[config.mk]
export PLATFORM = sky130hd
export DESIGN_NAME = uart9_rx_flat
export DESIGN_NICKNAME = d
export VERILOG_FILES = /design/src/uart9_pkg.sv /design/src/serial_link_if.sv /design/src/uart9_rx.sv /design/src/flat_wrapper.sv
export SDC_FILE = /design/constraint.sdc
export NUM_CORES = 1
export LEC_CHECK = 0
export BUFFER_PORTS_ARGS = -buffer_cell sky130_fd_sc_hd__buf_2
export CAP_MARGIN = 20
export CELL_PAD_IN_SITES_DETAIL_PLACEMENT = 1
export CELL_PAD_IN_SITES_GLOBAL_PLACEMENT = 1
export CORE_ASPECT_RATIO = 1.25
export CORE_MARGIN = 3
export CORE_UTILIZATION = 37
export CTS_CLUSTER_SIZE = 14
export DETAILED_ROUTE_END_ITERATION = 8
export GPL_ROUTABILITY_DRIVEN = 0
export PLACE_DENSITY_LB_ADDON = 0.1
export SYNTH_ARGS = -nofsm -noshare
export SYNTH_HDL_FRONTEND = slang
export SYNTH_SLANG_ARGS = --single-unit
[constraint.sdc]
create_clock -name hclk -period 3.3 [get_ports hclk]
set_input_delay 0.33 -clock hclk [delete_from_list [all_inputs] [get_ports hclk]]
set_output_delay 0.33 -clock hclk [all_outputs]
set_load 0.01 [all_outputs]
[src/uart9_pkg.sv]
/*
 * Shared constants for the eleven-bit serial link with ninth-bit address
 * filtering: frame layout, bit timing states and the register map of the
 * receiving end.
 * Assumes it is compiled before every other file of the link.
 */
// Notes on behaviour
// RQ1: Sixteen counter states make one bit period.
// RQ2: Counter held idle; line fall starts reception.
// RQ3: Start bit majority of states 7-9, else abort.
// RQ4: Data bits majority-sampled, shifted in LSB first.
// RQ5: Ninth bit state 10: load buffer if accepted.
// RQ6: Idle at stop state 10; done on strobe.
// RQ7: Rejected frame leaves buffer, ninth bit and done flag untouched.
// RQ8: Overrun keeps old buffer, sets error flag.
// RQ9: Low stop bit sets error flag on strobe.
// RQ10: Errors only set flags, never abort reception.
// RQ11: Software reads byte before next ninth bit.
// RQ12: Software sets tick rate to sixteen per bit.
// RQ13: Filter on: ninth-bit-one frames interrupt only; a low stop bit on any frame still sets the error flag and event.
// RQ14: Master sends addresses ninth one, data zero.
// RQ15: Addressed slave drops filter until end code.
// RQ16: Frame: start, eight data, ninth, stop bit.
// RQ17: Receive tick source selects timer one or two.
// RQ18: Software clears done and error flags by writing.
package uart9_pkg;

    // ----------------------------------------------------------------
    // Frame and bit timing
    // ----------------------------------------------------------------
    localparam int unsigned    FRAME_BITS    = 11;        // Start, eight data, ninth, stop.
    localparam int unsigned    DATA_BITS     = 8;         // Data bits per frame.
    localparam logic [3:0]     STATE_LAST    = 4'hF;  // Last of the sixteen counter states.
    localparam logic [3:0]     SAMPLE_FIRST  = 4'h7;  // First sampling state.
    localparam logic [3:0]     SAMPLE_MID    = 4'h8;  // Second sampling state.
    localparam logic [3:0]     SAMPLE_LAST   = 4'h9;  // Third sampling state.
    localparam logic [3:0]     DECIDE_STATE  = 4'hA;  // State where a bit is judged.
    localparam logic [3:0]     BIT_START     = 4'h0;  // Bit index of the start bit.
    localparam logic [3:0]     BIT_NINTH     = 4'h9;  // Bit index of the ninth bit.
    localparam logic [3:0]     BIT_STOP      = 4'hA;  // Bit index of the stop bit.

    // ----------------------------------------------------------------
    // Register map, byte offsets on the bus
    // ----------------------------------------------------------------
    localparam logic [7:0]     OFS_CTRL      = 8'h00;     // Control: filter and tick select.
    localparam logic [7:0]     OFS_STATUS    = 8'h04;     // Flags and busy, read only.
    localparam logic [7:0]     OFS_DATA      = 8'h08;     // Received byte, read only.
    localparam logic [7:0]     OFS_FLAG_CLR  = 8'h0C;     // Write one to clear a flag.
    localparam logic [7:0]     OFS_INT_STAT  = 8'h10;     // Sticky event bits, read only.
    localparam logic [7:0]     OFS_INT_CLR   = 8'h14;     // Write one to clear an event.
    localparam logic [7:0]     OFS_INT_EN    = 8'h18;     // Event enables.

    // ----------------------------------------------------------------
    // Field positions and reset values
    // ----------------------------------------------------------------
    localparam int unsigned    CTRL_FILTER   = 0;         // address_filter_enable.
    localparam int unsigned    CTRL_TSEL     = 1;         // 0: timer one, 1: timer two.
    localparam int unsigned    ST_DONE       = 0;         // receive_done_flag.
    localparam int unsigned    ST_ERR        = 1;         // receive_error_flag.
    localparam int unsigned    ST_NINTH      = 2;         // received_ninth_bit.
    localparam int unsigned    ST_BUSY       = 3;         // Frame in progress.
    localparam int unsigned    EV_DONE       = 0;         // Event: frame accepted.
    localparam int unsigned    EV_ERR        = 1;         // Event: overrun or framing error.
    localparam logic [1:0]     CTRL_RESET    = 2'h0;      // Filter off, timer one.
    localparam logic [1:0]     EV_RESET      = 2'h0;      // No events, all masked.

endpackage : uart9_pkg

[src/serial_link_if.sv]
/*
 * The serial line between a transmitting processor and the receiver.
 * Assumes one driver, the transmitter, which holds the line high when idle.
 */
`timescale 1ns/1ps
`default_nettype none
interface serial_link_if;
    logic line;  // Serial data, high when idle.

    // Receiving end only listens.
    modport rx_end (input line);
    // Transmitting end drives the line.
    modport tx_end (output line);
endinterface : serial_link_if
`default_nettype wire

[src/uart9_rx.sv]
/*
 * Receiving end of the eleven-bit link: bit timing on a sixteen-state
 * counter, three-sample majority, double buffering, ninth-bit address
 * filtering, overrun and framing detection, AHB-Lite register slave and
 * a level interrupt.
 * Assumes the serial line and all inputs are synchronous to hclk, and
 * that each overflow and the cycle strobe are one-cycle pulses.
 */
// Added by the designer: register access over AHB-Lite and the register addresses.
`timescale 1ns/1ps
`default_nettype none
module uart9_rx
(
    // Clock, reset and freeze.
    input  wire logic              hclk,
    input  wire logic              hresetn,
    input  wire logic              clk_en,
    // Tick sources and the flag-setting strobe.
    input  wire logic              timer1_ovf,
    input  wire logic              timer2_ovf,
    input  wire logic              cycle_one_state_three,
    // The serial line.
    serial_link_if.rx_end          link,
    // AHB-Lite slave.
    input  wire logic              hsel,
    input  wire logic [7:0]        haddr,
    input  wire logic [1:0]        htrans,
    input  wire logic              hwrite,
    input  wire logic [2:0]        hsize,
    input  wire logic              hready,
    input  wire logic [31:0]       hwdata,
    output logic      [31:0]       hrdata,
    output logic                   hreadyout,
    output logic                   hresp,
    // Interrupt.
    output logic                   irq
);
    import uart9_pkg::*;

    // ----------------------------------------------------------------
    // Types and state
    // ----------------------------------------------------------------
    typedef enum logic [0:0] {RX_IDLE = 1'b0, RX_BUSY = 1'b1} rx_state_e;

    rx_state_e   state_q;       // Idle or inside a frame.
    logic [3:0]  phase_q;       // Sixteen-state bit counter.
    logic [3:0]  bitn_q;        // Which bit of the frame is running.
    logic [2:0]  samp_q;        // Samples taken at states 7, 8 and 9.
    logic [7:0]  shift_q;       // Input shift register.
    logic [7:0]  serial_buffer; // Receive buffer seen by software.
    logic        received_ninth_bit;
    logic        receive_done_flag;
    logic        receive_error_flag;
    logic        pend_done_q;   // Done waits for the cycle strobe.
    logic        pend_err_q;    // Error waits for the cycle strobe.
    logic        accept_seen_q; // This frame was loaded into the buffer.
    logic        ovr_seen_q;    // This frame found the buffer still full.
    logic        line_prev_q;   // Line level one cycle ago.
    logic [1:0]  ctrl_q;        // Filter enable and tick select.
    logic [1:0]  ev_q;          // Sticky interrupt events.
    logic [1:0]  ev_en_q;       // Interrupt enables.
    logic        dp_wr_q;       // Data phase of a write is running.
    logic [7:0]  dp_addr_q;     // Address held for the data phase.
    logic [31:0] hrdata_q;      // Read data, registered.

    // ----------------------------------------------------------------
    // Decoding and selection
    // ----------------------------------------------------------------
    wire        tick       = clk_en & (ctrl_q[CTRL_TSEL] ? timer2_ovf : timer1_ovf); // [RQ17]
    wire        fall       = line_prev_q & ~link.line; // [RQ2]
    wire        in_sample  = (phase_q >= SAMPLE_FIRST) && (phase_q <= SAMPLE_LAST);
    wire        judge      = (state_q == RX_BUSY) && tick && (phase_q == DECIDE_STATE);
    // Majority of the three samples.
    wire        major      = (samp_q[0] & samp_q[1]) | (samp_q[0] & samp_q[2])
                           | (samp_q[1] & samp_q[2]); // [RQ3] [RQ4]
    wire        addr_ok    = ~ctrl_q[CTRL_FILTER] | major; // [RQ13]
    wire        at_ninth   = judge && (bitn_q == BIT_NINTH);
    wire        at_stop    = judge && (bitn_q == BIT_STOP);
    wire        accept     = at_ninth && addr_ok && ~receive_done_flag; // [RQ5]
    wire        overrun    = at_ninth && addr_ok && receive_done_flag; // [RQ8]
    wire        framing    = at_stop && ~major; // [RQ9]
    wire        bad_start  = judge && (bitn_q == BIT_START) && major; // [RQ3]
    wire        strobe     = clk_en & cycle_one_state_three;
    wire        set_done   = strobe & pend_done_q; // [RQ6]
    wire        set_err    = strobe & pend_err_q; // [RQ8] [RQ9]
    wire        addr_ph    = hsel & hready & htrans[1];
    wire        wr_now     = clk_en & dp_wr_q;
    wire        wr_flagclr = wr_now && (dp_addr_q == OFS_FLAG_CLR); // [RQ18]
    wire        wr_intclr  = wr_now && (dp_addr_q == OFS_INT_CLR);
    wire [31:0] rd_mux     =
        (haddr == OFS_CTRL)     ? {30'h0000_0000, ctrl_q} :
        (haddr == OFS_STATUS)   ? {28'h000_0000, state_q == RX_BUSY, received_ninth_bit,
                                   receive_error_flag, receive_done_flag} :
        (haddr == OFS_DATA)     ? {24'h00_0000, serial_buffer} :
        (haddr == OFS_INT_STAT) ? {30'h0000_0000, ev_q} :
        (haddr == OFS_INT_EN)   ? {30'h0000_0000, ev_en_q} : 32'h0000_0000;

    // The slave never stretches a transfer and never signals an error.
    assign hreadyout = 1'b1;
    assign hresp     = 1'b0;
    assign hrdata    = hrdata_q;
    assign irq       = |(ev_q & ev_en_q);

    // ----------------------------------------------------------------
    // Frame sequencing
    // ----------------------------------------------------------------
    // The counter rests at zero while idle, so the falling edge itself is
    // state zero of the start bit; after a false start the line must go
    // high again before a new edge can be seen.
    always_ff @(posedge hclk or negedge hresetn)
    begin
        if (!hresetn)
        begin
            state_q     <= RX_IDLE;
            phase_q     <= 4'h0;
            bitn_q      <= 4'h0;
            line_prev_q <= 1'b1;
        end
        else if (clk_en)
        begin
            line_prev_q <= link.line;
            if (state_q == RX_IDLE)
            begin
                phase_q <= 4'h0; // [RQ2]
                bitn_q  <= 4'h0;
                if (fall)
                begin
                    state_q <= RX_BUSY; // [RQ2]
                end
            end
            else if (bad_start || at_stop)
            begin
                // Back to rest; errors never shorten or stretch a frame.
                state_q <= RX_IDLE; // [RQ3] [RQ6] [RQ10]
                phase_q <= 4'h0;
            end
            else if (tick)
            begin
                phase_q <= phase_q + 4'h1; // [RQ1]
                if (phase_q == STATE_LAST)
                begin
                    bitn_q <= bitn_q + 4'h1; // [RQ1]
                end
            end
        end
    end

    // ----------------------------------------------------------------
    // Sampling and shifting
    // ----------------------------------------------------------------
    // Samples are taken on the tick that ends states 7, 8 and 9, so the
    // majority is ready when state 10 is judged.
    always_ff @(posedge hclk or negedge hresetn)
    begin
        if (!hresetn)
        begin
            samp_q  <= 3'h0;
            shift_q <= 8'h00;
        end
        else if (clk_en && tick && (state_q == RX_BUSY))
        begin
            if (in_sample)
            begin
                samp_q <= {samp_q[1:0], link.line}; // [RQ4]
            end
            if ((phase_q == DECIDE_STATE) && (bitn_q != BIT_START) && (bitn_q < BIT_NINTH))
            begin
                // Least significant bit arrives first, so shift right.
                shift_q <= {major, shift_q[DATA_BITS-1:1]}; // [RQ4]
            end
        end
    end

    // ----------------------------------------------------------------
    // Double buffer
    // ----------------------------------------------------------------
    // A rejected or overrun frame leaves the buffer and ninth bit alone.
    always_ff @(posedge hclk or negedge hresetn)
    begin
        if (!hresetn)
        begin
            serial_buffer      <= 8'h00;
            received_ninth_bit <= 1'b0;
        end
        else if (clk_en && accept)
        begin
            serial_buffer      <= shift_q; // [RQ5] [RQ7]
            received_ninth_bit <= major; // [RQ5]
        end
    end

    // ----------------------------------------------------------------
    // Pending flags and status flags
    // ----------------------------------------------------------------
    // The overrun is noted at the ninth bit but only reported with the
    // stop bit, so both causes share one wait for the cycle strobe.
    // A hardware set wins over a software clear in the same cycle.
    always_ff @(posedge hclk or negedge hresetn)
    begin
        if (!hresetn)
        begin
            pend_done_q        <= 1'b0;
            pend_err_q         <= 1'b0;
            receive_done_flag  <= 1'b0;
            receive_error_flag <= 1'b0;
        end
        else if (clk_en)
        begin
            if (accept)
            begin
                pend_done_q <= 1'b0;
            end
            else if (at_stop && (pend_done_q || accept_seen_q))
            begin
                pend_done_q <= 1'b1; // [RQ6]
            end
            else if (set_done)
            begin
                pend_done_q <= 1'b0;
            end
            if (at_stop && (ovr_seen_q || ~major))
            begin
                pend_err_q <= 1'b1; // [RQ8] [RQ9]
            end
            else if (set_err)
            begin
                pend_err_q <= 1'b0;
            end
            if (set_done)
            begin
                receive_done_flag <= 1'b1; // [RQ6] [RQ13]
            end
            else if (wr_flagclr && hwdata[ST_DONE])
            begin
                receive_done_flag <= 1'b0; // [RQ18]
            end
            if (set_err)
            begin
                receive_error_flag <= 1'b1; // [RQ10]
            end
            else if (wr_flagclr && hwdata[ST_ERR])
            begin
                receive_error_flag <= 1'b0; // [RQ18]
            end
        end
    end

    // Remembers what the ninth bit decided until the stop bit is judged.
    always_ff @(posedge hclk or negedge hresetn)
    begin
        if (!hresetn)
        begin
            accept_seen_q <= 1'b0;
            ovr_seen_q    <= 1'b0;
        end
        else if (clk_en && (at_ninth || at_stop || bad_start))
        begin
            accept_seen_q <= accept; // [RQ7]
            ovr_seen_q    <= overrun; // [RQ8]
        end
    end

    // ----------------------------------------------------------------
    // Interrupt events
    // ----------------------------------------------------------------
    // Events follow the status flags being set; a set beats a clear.
    always_ff @(posedge hclk or negedge hresetn)
    begin
        if (!hresetn)
        begin
            ev_q <= EV_RESET;
        end
        else if (clk_en)
        begin
            ev_q[EV_DONE] <= set_done | (ev_q[EV_DONE] & ~(wr_intclr & hwdata[EV_DONE])); // [RQ13]
            ev_q[EV_ERR]  <= set_err  | (ev_q[EV_ERR]  & ~(wr_intclr & hwdata[EV_ERR]));
        end
    end

    // ----------------------------------------------------------------
    // Bus slave
    // ----------------------------------------------------------------
    // Reads are answered from the address phase so data is ready in the
    // data phase with no wait state; writes land in the data phase.
    always_ff @(posedge hclk or negedge hresetn)
    begin
        if (!hresetn)
        begin
            dp_wr_q   <= 1'b0;
            dp_addr_q <= 8'h00;
            hrdata_q  <= 32'h0000_0000;
            ctrl_q    <= CTRL_RESET;
            ev_en_q   <= EV_RESET;
        end
        else if (clk_en)
        begin
            dp_wr_q   <= addr_ph & hwrite;
            dp_addr_q <= haddr;
            if (addr_ph && !hwrite)
            begin
                hrdata_q <= rd_mux;
            end
            if (wr_now && (dp_addr_q == OFS_CTRL))
            begin
                ctrl_q <= hwdata[1:0]; // [RQ13] [RQ17]
            end
            if (wr_now && (dp_addr_q == OFS_INT_EN))
            begin
                ev_en_q <= hwdata[1:0];
            end
        end
    end

endmodule : uart9_rx
`default_nettype wire

[src/flat_wrapper.sv]
// flat-port wrapper written by rule: the top's interface ports become plain ports
module uart9_rx_flat import uart9_pkg::*;
  (hclk, hresetn, clk_en, timer1_ovf, timer2_ovf, cycle_one_state_three, hsel, haddr, htrans, hwrite, hsize, hready, hwdata, hrdata, hreadyout, hresp, irq, link_line);
  serial_link_if link_i ();
  input  wire logic hclk;
  input  wire logic hresetn;
  input  wire logic clk_en;
  input  wire logic timer1_ovf;
  input  wire logic timer2_ovf;
  input  wire logic cycle_one_state_three;
  input  wire logic hsel;
  input  wire logic [7:0] haddr;
  input  wire logic [1:0] htrans;
  input  wire logic hwrite;
  input  wire logic [2:0] hsize;
  input  wire logic hready;
  input  wire logic [31:0] hwdata;
  output logic      [31:0] hrdata;
  output logic hreadyout;
  output logic hresp;
  output logic irq;
  input wire logic [$bits(link_i.line)-1:0] link_line;
  assign link_i.line = link_line;
  uart9_rx u_core (.hclk(hclk), .hresetn(hresetn), .clk_en(clk_en), .timer1_ovf(timer1_ovf), .timer2_ovf(timer2_ovf), .cycle_one_state_three(cycle_one_state_three), .link(link_i), .hsel(hsel), .haddr(haddr), .htrans(htrans), .hwrite(hwrite), .hsize(hsize), .hready(hready), .hwdata(hwdata), .hrdata(hrdata), .hreadyout(hreadyout), .hresp(hresp), .irq(irq));
endmodule
==> key figures, run 1 <==
CTS
  – Post-CTS Setup Repair Bufs: 0
  – CTS clock-pin slew for the worst setup and hold paths: 0.07 ns
  – Clock network latency to the later pin of the worst-skew pair: 0.34 ns
  – CTS Buf Count: 9
  – H-tree depth: 3
  – Clk root buf: clkbuf_8
  – Resized cells post-CTS: 0
  – CTS Hold Bufs: 0
  – CTS tree: built
  – Clk buf depth: 2
  – Clk sink count: 59

STA
  – Endpoints failing hold: 0
  – Setup tns final: 0 ns
  – Highest Clock Rate: 395.7 MHz
  – Unrepaired setup endpoints after global routing: false
  – Slew Viols, Final: 0
  – Fin crit share: 76.59%
  – Clock Skews: between 0.006 and 0.007 ns
  – Slew @ Worst Pin: ~0.77 ns
  – Slew HR: between 40% and 50%
  – Setup-failing EPs final: 0
  – Final Worst Setup Slack: 0.7727 ns
  – Min cycle time layout: 2.527 ns

Synthesis
  – YS warnings: 0
  – XOR/XNOR Fraction of Synth Area: 0.2894%
  – Syn Inst Count: 271
  – Register area share after synthesis: about half
  – Register bit total from synthesis: 59
  – Asr flop ratio synth: 100.0%
  – Mapped cell area: 3027 sq um
  – Cell variety after synth: 41
  – Avg Inst Size Synth: 11.17 sq um
  – Post-synthesis mux area share: between 10 and 15%
  – Post-synth top flop: dfrtp_1
  – Post-synthesis simple-gate area fraction: 12.53%
  – Compound-Gate Fraction of Synth Area: 11.00%
  – Largest cells by area after synthesis: dfrtp_1 (48%), mux2_2 (13%), buf_4 (6.4%), ha_1 (3.3%), nand2_1 (2.5%)
  – Share of the synthesized area in the top cell type: 47.95%
  – Post-Synth Adder-Cell Area: 3.638%
  – EDFF count, synth: 0
  – Synth area leader: dfrtp_1
  – Largest family of logic cells by synthesized area: multiplexers

Route
  – DR pass1 iterations: 4
  – Detailed Route WL: about 6.5 mm
  – Post-route ant nets: 0
  – Initial DRC count: 56
  – Wire per inst: 16.04 um
  – Vias after detailed routing: a little over 2k
  – Vias per std cell: between 5 and 6
  – DRC violations left: 0

Job
  – Max-Cap Viols: 0

Worst setup path
  – Worst Path Required: 3.52 ns
  – Cell Chain, Critical Path: inv_1, ha_1, nand3b_1, or3_1, nor4_4, mux2_2
  – Critical R2R Launch: u_core.phase_q[0]$_DFFE_PN0P_
  – Critical Path AT: 2.75 ns
  – Setup Crit Path Kind: reg -> reg
  – Crit start category: flip-flop
  – CP max-delay cell: nor4_4
  – CP peak stage delay: around 0.68 ns
  – CP Max Fanout: 10
  – Worst Setup SP: u_core.phase_q[0]$_DFFE_PN0P_
  – Delay-heaviest family, CP: simple AND/OR/NAND/NOR gates
  – FF-to-FF path depth: 6
  – CP Depth: 6
  – Worst r2r dst: u_core.serial_buffer[3]$_DFFE_PN0P_
  – Critical Path End Type: flip-flop
  – Worst reg2reg setup slack: 0.77 ns
  – CP Buf/Inv Count: 1

Floorplanning
  – DIE AREA: 9308 sq um
  – # IOs: 90
  – Starting Density: 38.40%
  – Rows: 36
  – Die W: just under 90 um
  – Chip height: between 100 and 150 um
  – Core footprint: 7883 sq um

Power
  – Internal power: about 1.3 mW
  – Comb power frac: about 15%
  – Tot Pwr: 1.759 mW
  – Peak VDD IR: around 0.28 mV
  – Clock Power Share: between 30% and 40%
  – Reg power frac: 47.7%
  – Switching Fraction: 28.45%
  – Net Sw Power: about 500 uW
  – Pwr dens: 520.0 nW/um^2
  – Leakage: 1.587 nW

GRT
  – GRT busiest layer: met2
  – Overall Global Routing Usage: 15.20%
  – Number of global-route vias before repair: 2146
  – Met2 Resource Use GR: 24.81%
  – Met3 GRT Util: approximately 3.9%
  – Met1 Use GR: 19.29%
  – Total grt overflow: 0
  – First-pass GRT wire length: 10.81 mm
  – Pin count of the biggest net entering global routing: 34
  – Initial antenna violation count: 0

Placed design
  – Hpwl dp: 4.749 mm
  – Port-buffer cells: 29
  – Setup WS pre-CTS: 0.7444 ns

Layout
  – Area Overhead vs Synth: 11.74%
  – # nets final: around 370
  – Leading cell type in the layout, fill and taps excluded: dfrtp_1
  – Most frequent cells in the layout: dfrtp_1 (58), mux2_2 (36), buf_2 (29)
  – Layout cells sized above 1: 28.39%
  – Ant. Diodes: 0

Outcome
  – Status: finished clean

Min path
  – Hold Path Class: in -> async
-- power by group through the flow --
stage	clock, mW	sequential [mW]	combinational (mW)
after CTS	0.691	0.840	0.265
after floorplan	0	0.837	0.207
after detailed placement	0	0.853	0.265
after global placement	0	0.851	0.256
after global routing	0.722	0.852	0.302
final	0.663	0.839	0.257
-- kinds of logic after synthesis --
kind of cell    count (synthesis)
mux                            39
flops                          59
xor+xnor                        1
buf+inv                        47
compound gates                 43
other cells                     2
simple gates                   71
fa+ha+maj                       9
-- metal layers --
| layer | wire length [um] | vias up |
|---|---|---|
| li1 | - | 992 |
| met1 | 2919 | 1028 |
| met2 | 3172 | 44 |
| met3 | 301 | 10 |
| met4 | 103 | 0 |
| met5 | 0 | - |
-- worst reg2reg max path: stages, from the launching register on --
cell,delay [ns]
dfrtp_1,0.44
inv_1,0.14
ha_1,0.16
nand3b_1,0.09
or3_1,0.50
nor4_4,0.68
mux2_2,0.41
-- stage by stage --
stage,cells,util [%],hold WS [ns],cell area [sq um]
2_1_floorplan,295,-,0.03441,3117
3_3_place_gp,389,40.44,0.4567,3188
3_5_place_dp,389,40.44,0.4598,3188
4_1_cts,405,42.90,0.08451,3382
5_1_grt,405,42.90,0.1052,3382
6_report,405,42.90,0.06355,3382
-- how the worst max path moves through the flow --
| stage | slack, ns | end |
|---|---|---|
| floorplan | 1.06 | u_core.received_ninth_bit$_DFFE_PN0P_ |
| global placement | 0.74 | u_core.serial_buffer[7]$_DFFE_PN0P_ |
| detailed placement | 0.74 | u_core.serial_buffer[3]$_DFFE_PN0P_ |
| CTS | 0.74 | u_core.received_ninth_bit$_DFFE_PN0P_ |
| global route | 0.56 | u_core.serial_buffer[5]$_DFFE_PN0P_ |
| finish | 0.77 | u_core.serial_buffer[3]$_DFFE_PN0P_ |
-- area by class of cell --
| type | instances | area [sq um] |
|---|---|---|
| Clock buffer | 11 | 141.4 |
| Clock inverter | 5 | 52.55 |
| Fill cell | 878 | 4501 |
| Inverter | 12 | 45.04 |
| Multi-Input combinational cell | 189 | 1364 |
| Sequential cell | 59 | 1478 |
| Tap cell | 95 | 118.9 |
| Timing Repair Buffer | 34 | 182.7 |
-- cells in the mapped netlist, drive strengths merged (3+ instances only) --
cell and instances:
dfrtp 58, mux2 36, buf 28, nand2 20, inv 12, nor2b 11, nand3 9, nor2 9
a22o 8, ha 8, clkbuf 7, nor3 6, o21ai 6, o41ai 6, a32o 5, nor4 4
a21oi 3, mux2i 3, o22ai 3, or3 3
-- flip-flops by register name (all words and copies together) (netlist names), 2 cells and up --
name                  flops
u_core.hrdata             8
u_core.bitn_q             4
u_core.dp_addr_q          8
u_core.ev_en_q            2
u_core.samp_q             3
u_core.ev_q               2
u_core.phase_q            4
u_core.serial_buffer      8
u_core.shift_q            8
u_core.ctrl_q             2
Note: power is estimated with default switching activity, not from simulation.
==> run 2, diff against run 1 <==
==> constraint.sdc (replaced) <==
create_clock -name hclk -period 2.5 [get_ports hclk]
set_input_delay 0.25 -clock hclk [delete_from_list [all_inputs] [get_ports hclk]]
set_output_delay 0.25 -clock hclk [all_outputs]
set_load 0.01 [all_outputs]
==> run 2 against run 1 <==
Largest power group unchanged. Highest routed layer unchanged. Maximum frequency grew 9.3%. Sequential share of layout area shrank 1.2 points. Clock skew grew 0.0077 ns. Via count grew 1.2%.
==> key figures, run 2 (same netlist as run 1, synthesis figures left out) <==
Layout
  – # nets final: ~370
  – Number of fill cells: 861
  – Final core area utilization: 44.10%
  – Leading cell type in the layout, fill and taps excluded: dfrtp_1
  – Post-Layout Cell Count: just over 400
  – Most frequent cells in the layout: dfrtp_1 (58), mux2_2 (36), buf_2 (29)
  – Sequential standard cell area: between 1000 and 1500 sq um
  – Area Overhead vs Synth: 14.84%
  – Ant. Diodes: 0
  – Layout cells sized above 1: 29.52%
  – Footprint of the multi-input gates: 1364 sq um

Route
  – Wire per inst: 15.71 um
  – Post-route ant nets: 0
  – DRC violations left: 0
  – Vias after detailed routing: 2099
  – Vias per std cell: 5.120
  – Detailed Route WL: 6.441 mm
  – Initial DRC count: 94
  – DR pass1 iterations: 4

STA
  – Fin crit share: between 90 and 100%
  – Slew Viols, Final: 0
  – Clock Skews: between 0.01 and 0.015 ns
  – Endpoints failing hold: 0
  – Highest Clock Rate: ~430 MHz
  – Min cycle time layout: 2.311 ns
  – Slew @ Worst Pin: ~0.63 ns
  – Setup-failing EPs final: 0
  – Final Worst Setup Slack: between 0.15 and 0.2 ns
  – Slew HR: 57.78%
  – Unrepaired setup endpoints after global routing: false
  – Setup tns final: 0 ns

GRT
  – Pin count of the biggest net entering global routing: 28
  – Met1 Use GR: a little under 20%
  – Initial antenna violation count: 0
  – Number of global-route vias before repair: between 2k and 2.5k
  – First-pass GRT wire length: 10.88 mm
  – Total grt overflow: 0
  – Met2 Resource Use GR: around a quarter
  – Met3 GRT Util: 2.767%
  – GRT busiest layer: met2
  – Overall Global Routing Usage: 15.18%

Worst setup path
  – CP Depth: 7
  – FF-to-FF path depth: 7
  – Delay-heaviest family, CP: simple AND/OR/NAND/NOR gates
  – Worst Path Required: 2.72 ns
  – Critical Path End Type: flip-flop
  – Critical Path AT: around 2.5 ns
  – CP Buf/Inv Count: 2
  – CP peak stage delay: 0.51 ns
  – CP Max Fanout: 10
  – Setup Crit Path Kind: reg -> reg
  – Crit start category: flip-flop
  – Cell Chain, Critical Path: inv_1, ha_1, nand3b_1, or3_1, nor4_4, buf_4, mux2_2
  – CP max-delay cell: or3_1

Outcome
  – Status: finished clean

CTS
  – Clock network latency to the later pin of the worst-skew pair: 0.34 ns
  – CTS Buf Count: 9
  – Clk buf depth: 2
  – CTS tree: built
  – H-tree depth: 3
  – Clk sink count: 59
  – CTS clock-pin slew for the worst setup and hold paths: 0.07 ns
  – Clk root buf: clkbuf_8
  – Post-CTS Setup Repair Bufs: 0

Power
  – Pwr dens: approximately 730 nW/um^2
  – Peak VDD IR: 0.3882 mV
  – Leakage: 1.631 nW
  – Clock Power Share: a little over two fifths
  – Internal power: 1.851 mW
  – Net Sw Power: 685.5 uW
  – Comb power frac: 13.7%
  – Reg power frac: 43.7%
  – Switching Fraction: 27.02%

Min path
  – Hold Path Class: in -> reg
  – Hold Path Depth: 2

Placed design
  – Setup WS pre-CTS: 0.1888 ns
  – Placed cell count: 393
  – Port-buffer cells: 29
  – Hpwl dp: 4.895 mm

Floorplanning
  – Chip height: 107.1 um
  – Starting Density: between 30% and 40%
  – DIE AREA: 9308 sq um
  – # IOs: 90
  – Die W: 86.90 um
  – Rows: 36
  – Core footprint: approximately 7900 sq um

Job
  – Max-Cap Viols: 0
[run 2: power by group through the flow]
stage,clock (mW),combinational (mW),sequential (mW)
global placement,0,0.340,1.13
finish,1.08,0.347,1.11
global route,1.16,0.399,1.13
floorplan,0,0.274,1.10
detailed placement,0,0.352,1.13
CTS,1.11,0.355,1.11
[run 2: worst register-to-register path: stages (launching register included)]
cell,delay (ns)
dfrtp_1,0.45
inv_1,0.13
ha_1,0.16
nand3b_1,0.09
or3_1,0.51
nor4_4,0.28
buf_4,0.23
mux2_2,0.35
[run 2: repair_timing]
action / CTS / global route
endpoints found under the hold margin: 25 / 0
gates resized for setup: 0 / 0
hold buffers: 1 / 0
[run 2: layout make-up]
| type | instances | share of cell area, % |
|---|---|---|
| Sequential cell | 59 | 42.51 |
| Multi-Input combinational cell | 189 | 39.24 |
| Timing Repair Buffer | 39 | 6.408 |
| Clock buffer | 9 | 3.564 |
| Clock inverter | 7 | 3.564 |
| Tap cell | 95 | 3.420 |
| Inverter | 12 | 1.296 |
[run 2: path summary, 6_finish.rpt]
path	from	endpoint	slack [ns]
worst min register to register	u_core.hrdata[0]$_DFFE_PN0P_	u_core.hrdata[0]$_DFFE_PN0P_	0.48
worst min-delay path	haddr[6]	u_core.dp_addr_q[6]$_DFFE_PN0P_	0.17
worst max register to register	u_core.phase_q[0]$_DFFE_PN0P_	u_core.received_ninth_bit$_DFFE_PN0P_	0.19
worst max-delay path	u_core.phase_q[0]$_DFFE_PN0P_	u_core.received_ninth_bit$_DFFE_PN0P_	0.19
min in group asynchronous	hresetn	u_core.bitn_q[0]$_DFFE_PN0P_	0.46
max in group asynchronous	hresetn	u_core.line_prev_q$_DFFE_PN1P_	1.32
[run 2: stage by stage]
stage                     hold slack [ns]  area, sq um  power [mW]
final                              0.1657         3476       2.536
after global placement             0.3061         3218       1.466
after CTS                          0.1526         3476       2.578
after detailed placement           0.3193         3218       1.483
after global routing               0.1698         3476       2.684
after floorplan                  -0.04559         3117       1.379
[run 2: metal layers]
| layer | up-vias | share of wire, % |
|---|---|---|
| li1 | 998 | - |
| met1 | 1045 | 44 |
| met2 | 42 | 50 |
| met3 | 14 | 3.1 |
| met4 | 0 | 2.1 |
| met5 | - | 0 |
